**config.mk**
```make
export PLATFORM = sky130hd
export DESIGN_NAME = interrupt_vector_priority
export DESIGN_NICKNAME = d
export VERILOG_FILES = /design/src/irq_vec_pkg.sv /design/src/interrupt_vector_priority.sv
export VERILOG_INCLUDE_DIRS = /design/src
export SDC_FILE = /design/constraint.sdc
export NUM_CORES = 1
export LEC_CHECK = 0
export BUFFER_PORTS_ARGS = -buffer_cell sky130_fd_sc_hd__buf_2
export CORE_ASPECT_RATIO = 1.2
export CORE_MARGIN = 2
export CORE_UTILIZATION = 25
export CTS_BUF_LIST = sky130_fd_sc_hd__clkbuf_2 sky130_fd_sc_hd__clkbuf_4 sky130_fd_sc_hd__clkbuf_8
export DETAILED_ROUTE_END_ITERATION = 12
export GPL_TIMING_DRIVEN = 0
export PLACE_DENSITY = 0.57
export SLEW_MARGIN = 0
export SYNTH_ARGS = -nofsm -noshare
export SYNTH_HDL_FRONTEND = slang
export SYNTH_SLANG_ARGS = --single-unit
```
**constraint.sdc**
```tcl
create_clock -name ref_clk -period 3.2 [get_ports ref_clk]
set_input_delay 0.64 -clock ref_clk [delete_from_list [all_inputs] [get_ports ref_clk]]
set_output_delay 0.64 -clock ref_clk [all_outputs]
set_load 0.02 [all_outputs]
```
**src/irq_vec_consts.svh**
```systemverilog
`ifndef IRQ_VEC_CONSTS_SVH
`define IRQ_VEC_CONSTS_SVH

// ****************************************
// table layout
// ****************************************
`define NUM_VEC 46
`define VEC_W 6
`define ADDR_W 21
`define JUMP_W 19
`define ENTRY_WORDS 2
`define VBA_RESET 21'h00_0000
`define FIRST_IRQ_VEC 2
`define RESET_VEC 0
`define COP_VEC 1
`define FIXED3_LO 2
`define FIXED3_HI 5
`define DEBUG_LO 6
`define DEBUG_HI 10
`define SWI2_VEC 11
`define SWI1_VEC 12
`define SWI0_VEC 13
`define PERIPH_LO 16
`define PERIPH_HI 44
`define LOW_PRIORITY_SOFT_INTERRUPT_VEC 45
`define FLASH_ERR_VEC 18
`define FLASH_CC_VEC 19
`define FLASH_BE_VEC 20
`define SPI_RX_VEC 26
`define SPI_TX_VEC 27
`define CONV_A_VEC 40
`define CONV_B_VEC 41
`define CONV_ZC_VEC 42
`define HOLE_MASK 46'h0006_0020_C000

`endif

```
**src/irq_vec_pkg.sv**
```systemverilog
package irq_vec_pkg;
   // encoded level: 0 = level -1, 1..4 = levels 0..3
   typedef logic [2:0] level_t;
   typedef logic [5:0] vec_t;
   typedef logic [20:0] addr_t;
   typedef enum logic [1:0] {
      ARB_IDLE,
      ARB_PRESENT
   } arb_state_e;
endpackage

```
**src/interrupt_vector_priority.sv**
```systemverilog
`timescale 1ns/1ps
`include "irq_vec_consts.svh"

module interrupt_vector_priority
   import irq_vec_pkg::*;
(
   input wire logic ref_clk, // system clock
   input wire logic reset, // async, active high
   input wire logic clk_en, // freezes state when low
   input wire logic [20:0] vector_base, // table base, word address
   input wire logic [45:0] irq_req, // request level per vector
   input wire logic [9:0] debug_level, // 2 bits per vector 6..10
   input wire logic [57:0] periph_level, // 2 bits per vector 16..44
   input wire logic fetch_ack, // core takes the vector
   output logic irq_valid, // a vector is being presented
   output irq_vec_pkg::vec_t irq_vector, // granted vector number
   output irq_vec_pkg::addr_t fetch_addr, // entry fetch address
   output logic [1:0] irq_level_out, // granted level 0..3
   output logic irq_low_prio, // granted request is level -1
   output logic [18:0] jump_mask // reachable jump target bits
);

   // ****************************************
   // encoded levels
   // ****************************************
   // each level is held one above its number so that level -1 still
   // fits an unsigned compare
   localparam int NUM_LVL = 5;
   localparam level_t ENC_LP = 3'd0;
   localparam level_t ENC_L0 = 3'd1;
   localparam level_t ENC_L1 = 3'd2;
   localparam level_t ENC_L2 = 3'd3;
   localparam level_t ENC_L3 = 3'd4;

   // ****************************************
   // table holes
   // ****************************************
   // holes never raise, so they never need a level of their own
   localparam logic [`NUM_VEC-1:0] HOLES = `HOLE_MASK;

   // ****************************************
   // programmed levels
   // ****************************************
   // two bits per entry, lowest entry in the lowest bits
   logic [1:0] dbg_prog [`DEBUG_LO:`DEBUG_HI];
   logic [1:0] per_prog [`PERIPH_LO:`PERIPH_HI];
   level_t dbg_enc [`DEBUG_LO:`DEBUG_HI];
   level_t per_enc [`PERIPH_LO:`PERIPH_HI];

   genvar g;
   generate
      for (g = `DEBUG_LO; g <= `DEBUG_HI; g = g + 1) begin : g_dprog
         assign dbg_prog[g] = debug_level[2*(g-`DEBUG_LO) +: 2];
         // programmed 0 would be below the legal range: clamp to 1
         assign dbg_enc[g] = (dbg_prog[g] == 2'd0) ?
            ENC_L1 : level_t'({1'b0, dbg_prog[g]} + 3'd1);
      end
      for (g = `PERIPH_LO; g <= `PERIPH_HI; g = g + 1) begin : g_pprog
         assign per_prog[g] = periph_level[2*(g-`PERIPH_LO) +: 2];
         // level 3 is not allowed here: clamp to 2
         assign per_enc[g] = (per_prog[g] == 2'd3) ?
            ENC_L2 : level_t'({1'b0, per_prog[g]} + 3'd1);
      end
   endgenerate

   // ****************************************
   // per vector level
   // ****************************************
   level_t lvl [0:`NUM_VEC-1];
   logic [`NUM_VEC-1:0] eligible;

   generate
      for (g = 0; g < `NUM_VEC; g = g + 1) begin : g_lvl
         if (g < `FIRST_IRQ_VEC) begin : g_rst
            // reset entries are overlays, not interrupts
            assign lvl[g] = ENC_LP;
            assign eligible[g] = 1'b0;
         end else if (g <= `FIXED3_HI) begin : g_fix3
            assign lvl[g] = ENC_L3;
            assign eligible[g] = irq_req[g];
         end else if (g <= `DEBUG_HI) begin : g_dbg
            assign lvl[g] = dbg_enc[g];
            assign eligible[g] = irq_req[g];
         end else if (g == `SWI2_VEC) begin : g_s2
            assign lvl[g] = ENC_L2;
            assign eligible[g] = irq_req[g];
         end else if (g == `SWI1_VEC) begin : g_s1
            assign lvl[g] = ENC_L1;
            assign eligible[g] = irq_req[g];
         end else if (g == `SWI0_VEC) begin : g_s0
            assign lvl[g] = ENC_L0;
            assign eligible[g] = irq_req[g];
         end else if (HOLES[g]) begin : g_rsv
            // unassigned entries never raise
            assign lvl[g] = ENC_LP;
            assign eligible[g] = 1'b0;
         end else if (g <= `PERIPH_HI) begin : g_per
            // flash 18..20, spi 26..27, converter 40..42 are plain lines
            assign lvl[g] = per_enc[g];
            assign eligible[g] = irq_req[g];
         end else begin : g_lp
            assign lvl[g] = ENC_LP;
            assign eligible[g] = irq_req[g];
         end
      end
   endgenerate

   // ****************************************
   // per level request masks
   // ****************************************
   // one mask per level: picking the level first keeps the tie break
   // a plain find-first instead of a long compare chain
   logic [`NUM_VEC-1:0] lvl_mask [0:NUM_LVL-1];
   genvar v;
   generate
      for (v = 0; v < `NUM_VEC; v = v + 1) begin : g_mask
         assign lvl_mask[0][v] = eligible[v] && (lvl[v] == ENC_LP);
         assign lvl_mask[1][v] = eligible[v] && (lvl[v] == ENC_L0);
         assign lvl_mask[2][v] = eligible[v] && (lvl[v] == ENC_L1);
         assign lvl_mask[3][v] = eligible[v] && (lvl[v] == ENC_L2);
         assign lvl_mask[4][v] = eligible[v] && (lvl[v] == ENC_L3);
      end
   endgenerate

   // ****************************************
   // pending levels
   // ****************************************
   logic [NUM_LVL-1:0] lvl_any;
   assign lvl_any[0] = |lvl_mask[0];
   assign lvl_any[1] = |lvl_mask[1];
   assign lvl_any[2] = |lvl_mask[2];
   assign lvl_any[3] = |lvl_mask[3];
   assign lvl_any[4] = |lvl_mask[4];

   // ****************************************
   // level choice
   // ****************************************
   // one-hot of the highest level that has anything pending
   wire top4 = lvl_any[4];
   wire top3 = lvl_any[3] && !lvl_any[4];
   wire top2 = lvl_any[2] && !(|lvl_any[4:3]);
   wire top1 = lvl_any[1] && !(|lvl_any[4:2]);
   wire top0 = lvl_any[0] && !(|lvl_any[4:1]);
   // anything pending at all
   wire found = |lvl_any;
   wire level_t best_lvl = top4 ? ENC_L3 :
      top3 ? ENC_L2 :
      top2 ? ENC_L1 :
      top1 ? ENC_L0 : ENC_LP;

   // requests that survive the level choice
   wire [`NUM_VEC-1:0] win_mask =
      ({`NUM_VEC{top4}} & lvl_mask[4]) |
      ({`NUM_VEC{top3}} & lvl_mask[3]) |
      ({`NUM_VEC{top2}} & lvl_mask[2]) |
      ({`NUM_VEC{top1}} & lvl_mask[1]) |
      ({`NUM_VEC{top0}} & lvl_mask[0]);

   // ****************************************
   // lowest vector within the level
   // ****************************************
   // carry chain from vector 0 upward: a request wins only if nothing
   // below it survived, so the lowest number goes first
   logic [`NUM_VEC:0] lower_hit;
   logic [`NUM_VEC-1:0] grant_oh;
   assign lower_hit[0] = 1'b0;
   generate
      for (v = 0; v < `NUM_VEC; v = v + 1) begin : g_first
         assign lower_hit[v+1] = lower_hit[v] | win_mask[v];
         assign grant_oh[v] = win_mask[v] && !lower_hit[v];
      end
   endgenerate

   // ****************************************
   // vector number
   // ****************************************
   // each number bit ors the winners that have it set; only one
   // winner exists, so no priority logic is needed here
   logic [`NUM_VEC-1:0] bit_sel [0:`VEC_W-1];
   vec_t best_vec;
   genvar b;
   generate
      for (b = 0; b < `VEC_W; b = b + 1) begin : g_enc
         for (v = 0; v < `NUM_VEC; v = v + 1) begin : g_term
            assign bit_sel[b][v] = grant_oh[v] && (((v >> b) % 2) == 1);
         end
         assign best_vec[b] = |bit_sel[b];
      end
   endgenerate

   // ****************************************
   // entry address
   // ****************************************
   // two words per entry, so the number moves up by one bit
   wire addr_t entry_offset = {14'd0, best_vec, 1'b0};
   wire addr_t entry_addr = addr_t'(vector_base + entry_offset);

   // ****************************************
   // presentation to the core
   // ****************************************
   // a request is offered until the core takes it; there is no timeout
   arb_state_e state_reg, state_next;
   always_comb begin
      state_next = state_reg;
      case (state_reg)
         ARB_IDLE: begin
            if (found) begin
               state_next = ARB_PRESENT;
            end
         end
         ARB_PRESENT: begin
            if (fetch_ack) begin
               state_next = ARB_IDLE;
            end
         end
         default: begin
            state_next = ARB_IDLE;
         end
      endcase
   end

   // vector is re-arbitrated every cycle that a request is pending until the core acknowledges,
   // so a newer, more urgent request still overtakes a waiting one
   wire load = (state_reg == ARB_IDLE) || fetch_ack || found;

   // ****************************************
   // next output values
   // ****************************************
   // level -1 shows as level 0 on the port; the flag tells them apart
   wire level_t lvl_minus1 = level_t'(best_lvl - 3'd1);
   wire [1:0] level_next = (best_lvl == ENC_LP) ? 2'd0 : lvl_minus1[1:0];
   wire low_prio_next = top0;

   // ****************************************
   // state register
   // ****************************************
   // a low clock enable holds every register, arbitration state too
   always_ff @(posedge ref_clk or posedge reset) begin
      if (reset) begin
         state_reg <= ARB_IDLE;
      end else if (clk_en) begin
         state_reg <= state_next;
      end
   end

   // ****************************************
   // output registers
   // ****************************************
   // vector and address load together so they always agree
   always_ff @(posedge ref_clk or posedge reset) begin
      if (reset) begin
         irq_vector <= '0;
      end else if (clk_en && load) begin
         irq_vector <= best_vec;
      end
   end

   always_ff @(posedge ref_clk or posedge reset) begin
      if (reset) begin
         fetch_addr <= `VBA_RESET;
      end else if (clk_en && load) begin
         fetch_addr <= entry_addr;
      end
   end

   // level and low priority flag follow the same load
   always_ff @(posedge ref_clk or posedge reset) begin
      if (reset) begin
         irq_level_out <= 2'd0;
      end else if (clk_en && load) begin
         irq_level_out <= level_next;
      end
   end

   always_ff @(posedge ref_clk or posedge reset) begin
      if (reset) begin
         irq_low_prio <= 1'b0;
      end else if (clk_en && load) begin
         irq_low_prio <= low_prio_next;
      end
   end

   // ****************************************
   // core side outputs
   // ****************************************
   assign irq_valid = (state_reg == ARB_PRESENT);
   // the table cannot reach past this many address bits
   assign jump_mask = {`JUMP_W{1'b1}};

endmodule // interrupt_vector_priority

```
-- After elaboration in Yosys (flattened, before gate mapping)
Cells that the tools add are included.
- register bits: 32
- bits of input ports: 139
- output and inout port bits: 50
- logic and storage cells: 593
- add/subtract/negate cells: 33
- equality and inequality tests: 153
- mux-type cells: 39
- bitwise gates (word level): 53
- reductions and logical operators: 310
- operators by type and width (kind ; count):
    1-bit logical AND ; 205
    3-bit by 2-bit == test with 1-bit output (second input constant) ; 62
    46-bit by 45-bit bitwise AND with 46-bit output ; 4
    46-bit OR ; 4
    163-bit OR reduction ; 1
    131-bit OR reduction ; 1
    32-bit OR reduction ; 4
    99-bit OR reduction ; 1
    3-bit zero test ; 32
    3-bit two-way mux ; 32
    2-bit by 1-bit adder with 3-bit output (second input constant) ; 31
    3-bit by 1-bit == test with 1-bit output (second input constant) ; 31
    3-bit == test (second input constant) ; 31
    67-bit OR reduction ; 1
    22-bit OR reduction ; 3
    2-bit == test (second input constant) ; 26
    1-bit zero test ; 49
    46-bit bitwise AND ; 1
    1-bit OR ; 44
    35-bit OR reduction ; 1
    23-bit OR reduction ; 1
    21-bit by 7-bit adder with 21-bit output ; 1
    16-bit OR reduction ; 1
    14-bit OR reduction ; 1
    9 further kinds ; 20

-- Longest topological paths before layout
- word-level depth: 60
- gate-level depth with buffers: 26

-- Worst setup path after synthesis
No wires, ideal clock.
- kind: input to register
- from: in irq_req[8]
- to: reg fetch_addr[17]
- library setup time: 0.132 ns
- arrival: 4.921 ns
- data required time: 3.068 ns
- path slack: -1.853 ns
- stages on the path: 25
- path through: nor2b_1 -> or4_4 -> nor4_4 -> nand2_1 -> clkbuf_1 -> nor3_1 -> buf_2 -> nand2_1 -> and3_1 -> a311oi_1 -> a211oi_1 -> a21oi_1 -> nand2_1 -> ha_1 -> fa_1 -> a21oi_1 -> nor2_1 -> nor2_1 -> nor2b_1 -> o21ai_0 -> nand2b_1 -> nand3_1 -> nor3_1 -> xnor2_1 -> o21ai_1
- word-level cells in the longest chain between the ends: 57
- elaborated cells on any way between the ends: 174
- those cells by class: add/sub (1); bitwise (53); reduce/logical (120)
- RTL lines (element ; line ; RTL):
    start, declared ; interrupt_vector_priority.sv:11 ; input wire logic [45:0] irq_req,
    1-bit logical AND ; interrupt_vector_priority.sv:121 ; assign lvl_mask[4][v] = eligible[v] && (lvl[v] == ENC_L3);
    35-bit OR reduction ; interrupt_vector_priority.sv:133 ; assign lvl_any[4] = |lvl_mask[4];
    1-bit zero test ; interrupt_vector_priority.sv:140 ; wire top3 = lvl_any[3] && !lvl_any[4];
    1-bit logical AND ; interrupt_vector_priority.sv:140 ;
    46-bit by 45-bit bitwise AND with 46-bit output ; interrupt_vector_priority.sv:154 ; ({`NUM_VEC{top3}} & lvl_mask[3]) |
    46-bit OR (3 in series) ; interrupt_vector_priority.sv:153 ; ({`NUM_VEC{top4}} & lvl_mask[4]) |
    46-bit OR * ; interrupt_vector_priority.sv:153 ;
    1-bit OR (44 in series) ; interrupt_vector_priority.sv:169 ; assign lower_hit[v+1] = lower_hit[v] | win_mask[v];
    1-bit zero test ; interrupt_vector_priority.sv:170 ; assign grant_oh[v] = win_mask[v] && !lower_hit[v];
    1-bit logical AND ; interrupt_vector_priority.sv:170 ;
    23-bit OR reduction * ; interrupt_vector_priority.sv:187 ; assign best_vec[b] = |bit_sel[b];
    via best_vec[0] ; interrupt_vector_priority.sv:180 ; vec_t best_vec;
    21-bit by 7-bit adder with 21-bit output * ; interrupt_vector_priority.sv:196 ; wire addr_t entry_addr = addr_t'(vector_base + entry_offset);
    end signal, assigned ; interrupt_vector_priority.sv:260 ; fetch_addr <= `VBA_RESET;
    end signal, assigned ; interrupt_vector_priority.sv:262 ; fetch_addr <= entry_addr;
    end, declared ; interrupt_vector_priority.sv:17 ; output irq_vec_pkg::addr_t fetch_addr,
The timed path passes the listed nets; every way through them passes the cells marked *.
A chain may end at the register's enable or synchronous reset.

-- Final worst setup path
- from: in periph_level[19]
- to: reg fetch_addr[9]
- word-level cells in the longest chain between the ends: 60
- elaborated cells on any way between the ends: 182
- those cells by class: add/sub (2); eq/ne (5); mux (1); bitwise (53); reduce/logical (121)
- RTL lines (element ; line ; RTL):
    start, declared ; interrupt_vector_priority.sv:13 ; input wire logic [57:0] periph_level,
    2-bit by 1-bit adder with 3-bit output or 2-bit == test (tied branches) ; interrupt_vector_priority.sv:62, interrupt_vector_priority.sv:61 ;
    3-bit two-way mux * ; interrupt_vector_priority.sv:61 ; assign per_enc[g] = (per_prog[g] == 2'd3) ?
    3-bit == test ; interrupt_vector_priority.sv:121 ;
    1-bit logical AND ; interrupt_vector_priority.sv:121 ;
    35-bit OR reduction ; interrupt_vector_priority.sv:133 ;
    1-bit zero test ; interrupt_vector_priority.sv:140 ;
    1-bit logical AND ; interrupt_vector_priority.sv:140 ;
    46-bit by 45-bit bitwise AND with 46-bit output ; interrupt_vector_priority.sv:154 ;
    46-bit OR (3 in series) ; interrupt_vector_priority.sv:153 ;
    46-bit OR * ; interrupt_vector_priority.sv:153 ;
    1-bit OR (44 in series) ; interrupt_vector_priority.sv:169 ;
    1-bit zero test ; interrupt_vector_priority.sv:170 ;
    1-bit logical AND ; interrupt_vector_priority.sv:170 ;
    23-bit OR reduction * ; interrupt_vector_priority.sv:187 ;
    via best_vec[0] ; interrupt_vector_priority.sv:180 ;
    21-bit by 7-bit adder with 21-bit output * ; interrupt_vector_priority.sv:196 ;
Marks and branches as above.

==> summary.md <==
Data arrives at the worst endpoint at 5.32 ns. The number of global-route vias before repair was 5167; the worst clock skew on the final layout was 0.00719 ns. The largest registers in the layout are fetch_addr (21), irq_vector (6), irq_level_out (2).

The worst min-delay path class was register to register. The hold slack was 0.477 ns; the die width was 121 microns. The wire length after detailed routing was 18800 microns; the clock buffer count from CTS was 5. Global-route wire length before repair: 27400 microns. Post-synthesis area per instance: 7.37 sq um.

STA classifies the critical path startpoint as an input pin. The clock-pin slew on the worst setup and hold paths was 0.07 ns. The top cell types in the final layout, fill and taps aside, are buf_2, nand2_1, buf_4. After layout, the minimum clock period comes to 5.16 ns. In this run the tool buffered the top-level ports with 156 buffer cells. In this run, distinct cell masters in the synthesized netlist total 78.

The initial core utilization is 25.5%. For this run, the leading register cell type out of synthesis is dfrtp_1. For the number of failing hold endpoints at the final stage, the log shows 0. The run gives 18.8% as the sequential area share after synthesis.

The run finished, with violations left. The master cell of the clock root buffer was clkbuf_8. The worst setup path is captured at a register.

The largest individual stage delay along the critical path comes from the cell or4_4. The tree built by TritonCTS fans out to 31 sinks. The leakage component of the power was 2.82 nW; the fraction of layout cells with a size suffix above 1 was 42.9%.

Setup repair after global routing could not meet its margin everywhere. The synthesized netlist occupies a cell area of 4140 sq um. The largest net degree at the start of global routing came out at 32.

Yosys synthesis warning count: 0. Net switching is 38.3% of the power. The switching power total is 561 uW, and the overall overflow remaining after global route is 0.

In this run the worst path has a maximum fanout of 7. The share of flip-flops with an asynchronous set or reset after synthesis works out to 100%. The worst setup margin was -1.96 ns; the number of core rows was 51.

Based on the critical path, the design can be clocked at up to 194 MHz. After clock tree synthesis, the flow added hold-fix buffers numbering 0. The flip-flop count of the largest register, all copies and words added works out to 21. Measured on the finished design, the core utilization comes to 39.5%. The number of search-and-repair iterations in the first detailed-routing pass is 5, and the count of flip-flops with a built-in enable after synthesis is 0.

Register ranked first by flip-flop count: fetch_addr. VDD sags by at most 0.201 mV. At the pin with the least slew margin, the transition time is 1.19 ns. The synthesized design contains 31 register bits. The final-report max-slew violation count is 0. Clock latency on the worst-skew pair, taken at its later pin, is 0.29 ns. The sequential share of power came out at 30.8%. For the number of non-filler instances in the completed layout, the log shows 1006. The final reports fail on setup timing. The logs give 6400 sq um for the finished layout cell area and 0 for the number of remaining DRC errors. The number of antenna violations at the first check in global routing was 1. Cell internal power was estimated by the tool at 905 uW. The count of buffer and inverter cells on the critical path works out to 3. For this block, the via count after detailed routing is 5396. In the synthesized netlist, the number of instances is 561. The floorplan die area came out at 17600 sq um. For this design the ratio of total power to cell area is 229 nW/um^2.

For the number of levels the H-tree was split into, the log shows 2. The number of buffers between clock root and the deepest sink is 2, and the largest stage delay on the critical path is 0.63 ns. The tool flagged a number of max-cap violations equal to 0. Class of the most critical setup path: input pin to register. After detailed placement, the design holds a cell count of 947.

For this run, the total global-route usage over all layers was measured as 20.1%. Dividing the detail-routed wire length by the instance count gives 18.6 microns. The placed instances occupy a cell area of 5350 sq um. Headroom to the max-slew limit came out at 20.7%. Setup violations remaining at the end of the flow were counted as 30. Endpoint required time on the critical path: 3.36 ns. From synthesis to final layout, the design area changed by 54.9%. Of the total power, combinational logic draws 44.6%. In this run the standard cell core region covers 16200 sq um. After routing, the total negative slack on setup checks comes to -36.81 ns. For this run, the post-layout net count is 938. The clock network is responsible for 24.6% of the overall power. Once detail routing completed, the nets flagged for antenna violations numbered 0.

Post-detailed-route via-to-cell ratio: 5.36. The final weighted congestion in routability-driven placement is 0.967. For the count of pins on the block boundary, the log shows 189. The worst path uses 161% of the clock period. For this block, the initial DRC count from the detailed router was 300. Broken down by cell family, the worst path's largest delay share belongs to simple AND/OR/NAND/NOR gates. Height of the die: 145 microns.

The library cell used most frequently in the layout, excluding fill and tap cells, is buf_2. Detailed placement ended at an HPWL of 14700 microns. TritonCTS built the clock tree.
## power groups by stage
stage	clock, mW	combinational (mW)	sequential (mW)
6_report	0.361	0.654	0.451
5_1_grt	0.381	0.705	0.457
4_1_cts	0.366	0.607	0.451
3_5_place_dp	0	0.555	0.457
3_3_place_gp	0	0.551	0.457
2_1_floorplan	0	0.258	0.507
## metrics by stage
stage / worst slack [ns] / total power, mW
final: -1.96 / 1.47
after global routing: -2.15 / 1.54
after CTS: -2.03 / 1.42
after detailed placement: -3.29 / 1.01
after global placement: -3.67 / 1.01
after floorplan: -1.64 / 0.765
## area by class of cell
type                    instances  area [sq um]
plain buffers                  33           260
multi-input cells             494          3630
flip-flops and latches         31           776
well taps                     212           265
inverters                      17          66.3
clock buffers                   8           104
diodes                          1          2.50
fillers                      1735          9800
repair buffers                210          1300
## synth_stat cells (16+ instances only)
library cell	instances	area [sq um]
nand3_1	20	100
inv_1	16	60.1
nor3b_1	26	195
nand3b_1	31	233
buf_4	20	150
nand2_1	94	353
nand4_1	17	106
nor2_1	31	116
o21ai_0	16	80.1
o21ai_1	24	120
a21oi_1	27	135
dfrtp_1	31	776
## metal layers
metal,global-route usage [%],share of wire (%),vias to the layer above
met1,22.3,38,2501
met4,11.9,5.3,0
met2,35.4,48,294
met5,0,0,-
met3,4.39,9.3,66
li1,-,-,2535
## worst min-delay path: stages (launching register included)
cell     delay, ns
dfrtp_1       0.35
nand2_1       0.05
nand2_1       0.05
## logic make-up after synthesis
family | after synthesis | synth area share [%]
flip-flops | 31 | 18.8
buffers and inverters | 54 | 7.20
AO/OA/AOI/OAI | 159 | 27.2
XOR/XNOR | 18 | 3.81
AND/OR/NAND/NOR | 286 | 39.2
multiplexers | 5 | 1.45
other | 1 | 0.0907
adder cells (fa/ha/maj) | 7 | 2.30
## final timing paths
path / to / depth (start not counted) / slack, ns / startpoint
setup / recovery: fetch_addr[9]$_DFFE_PP0P_ / 25 / -1.96 / periph_level[19]
hold / removal: fetch_addr[1]$_DFFE_PP0P_ / 2 / 0.48 / fetch_addr[1]$_DFFE_PP0P_
setup reg to reg: fetch_addr[13]$_DFFE_PP0P_ / 4 / 1.64 / state_reg[0]$_DFFE_PP0P_
hold reg to reg: fetch_addr[1]$_DFFE_PP0P_ / 2 / 0.48 / fetch_addr[1]$_DFFE_PP0P_
max in group asynchronous: fetch_addr[10]$_DFFE_PP0P_ / 2 / 1.83 / reset
min in group asynchronous: fetch_addr[0]$_DFFE_PP0P_ / 2 / 0.66 / reset
## timing repair
item	CTS	global route
buffers inserted	37	19
cloned	0	0
pin swaps	38	53
resized for setup	70	62
endpoints found under the setup margin	30	30
Note: power is estimated with default switching activity, not from simulation.
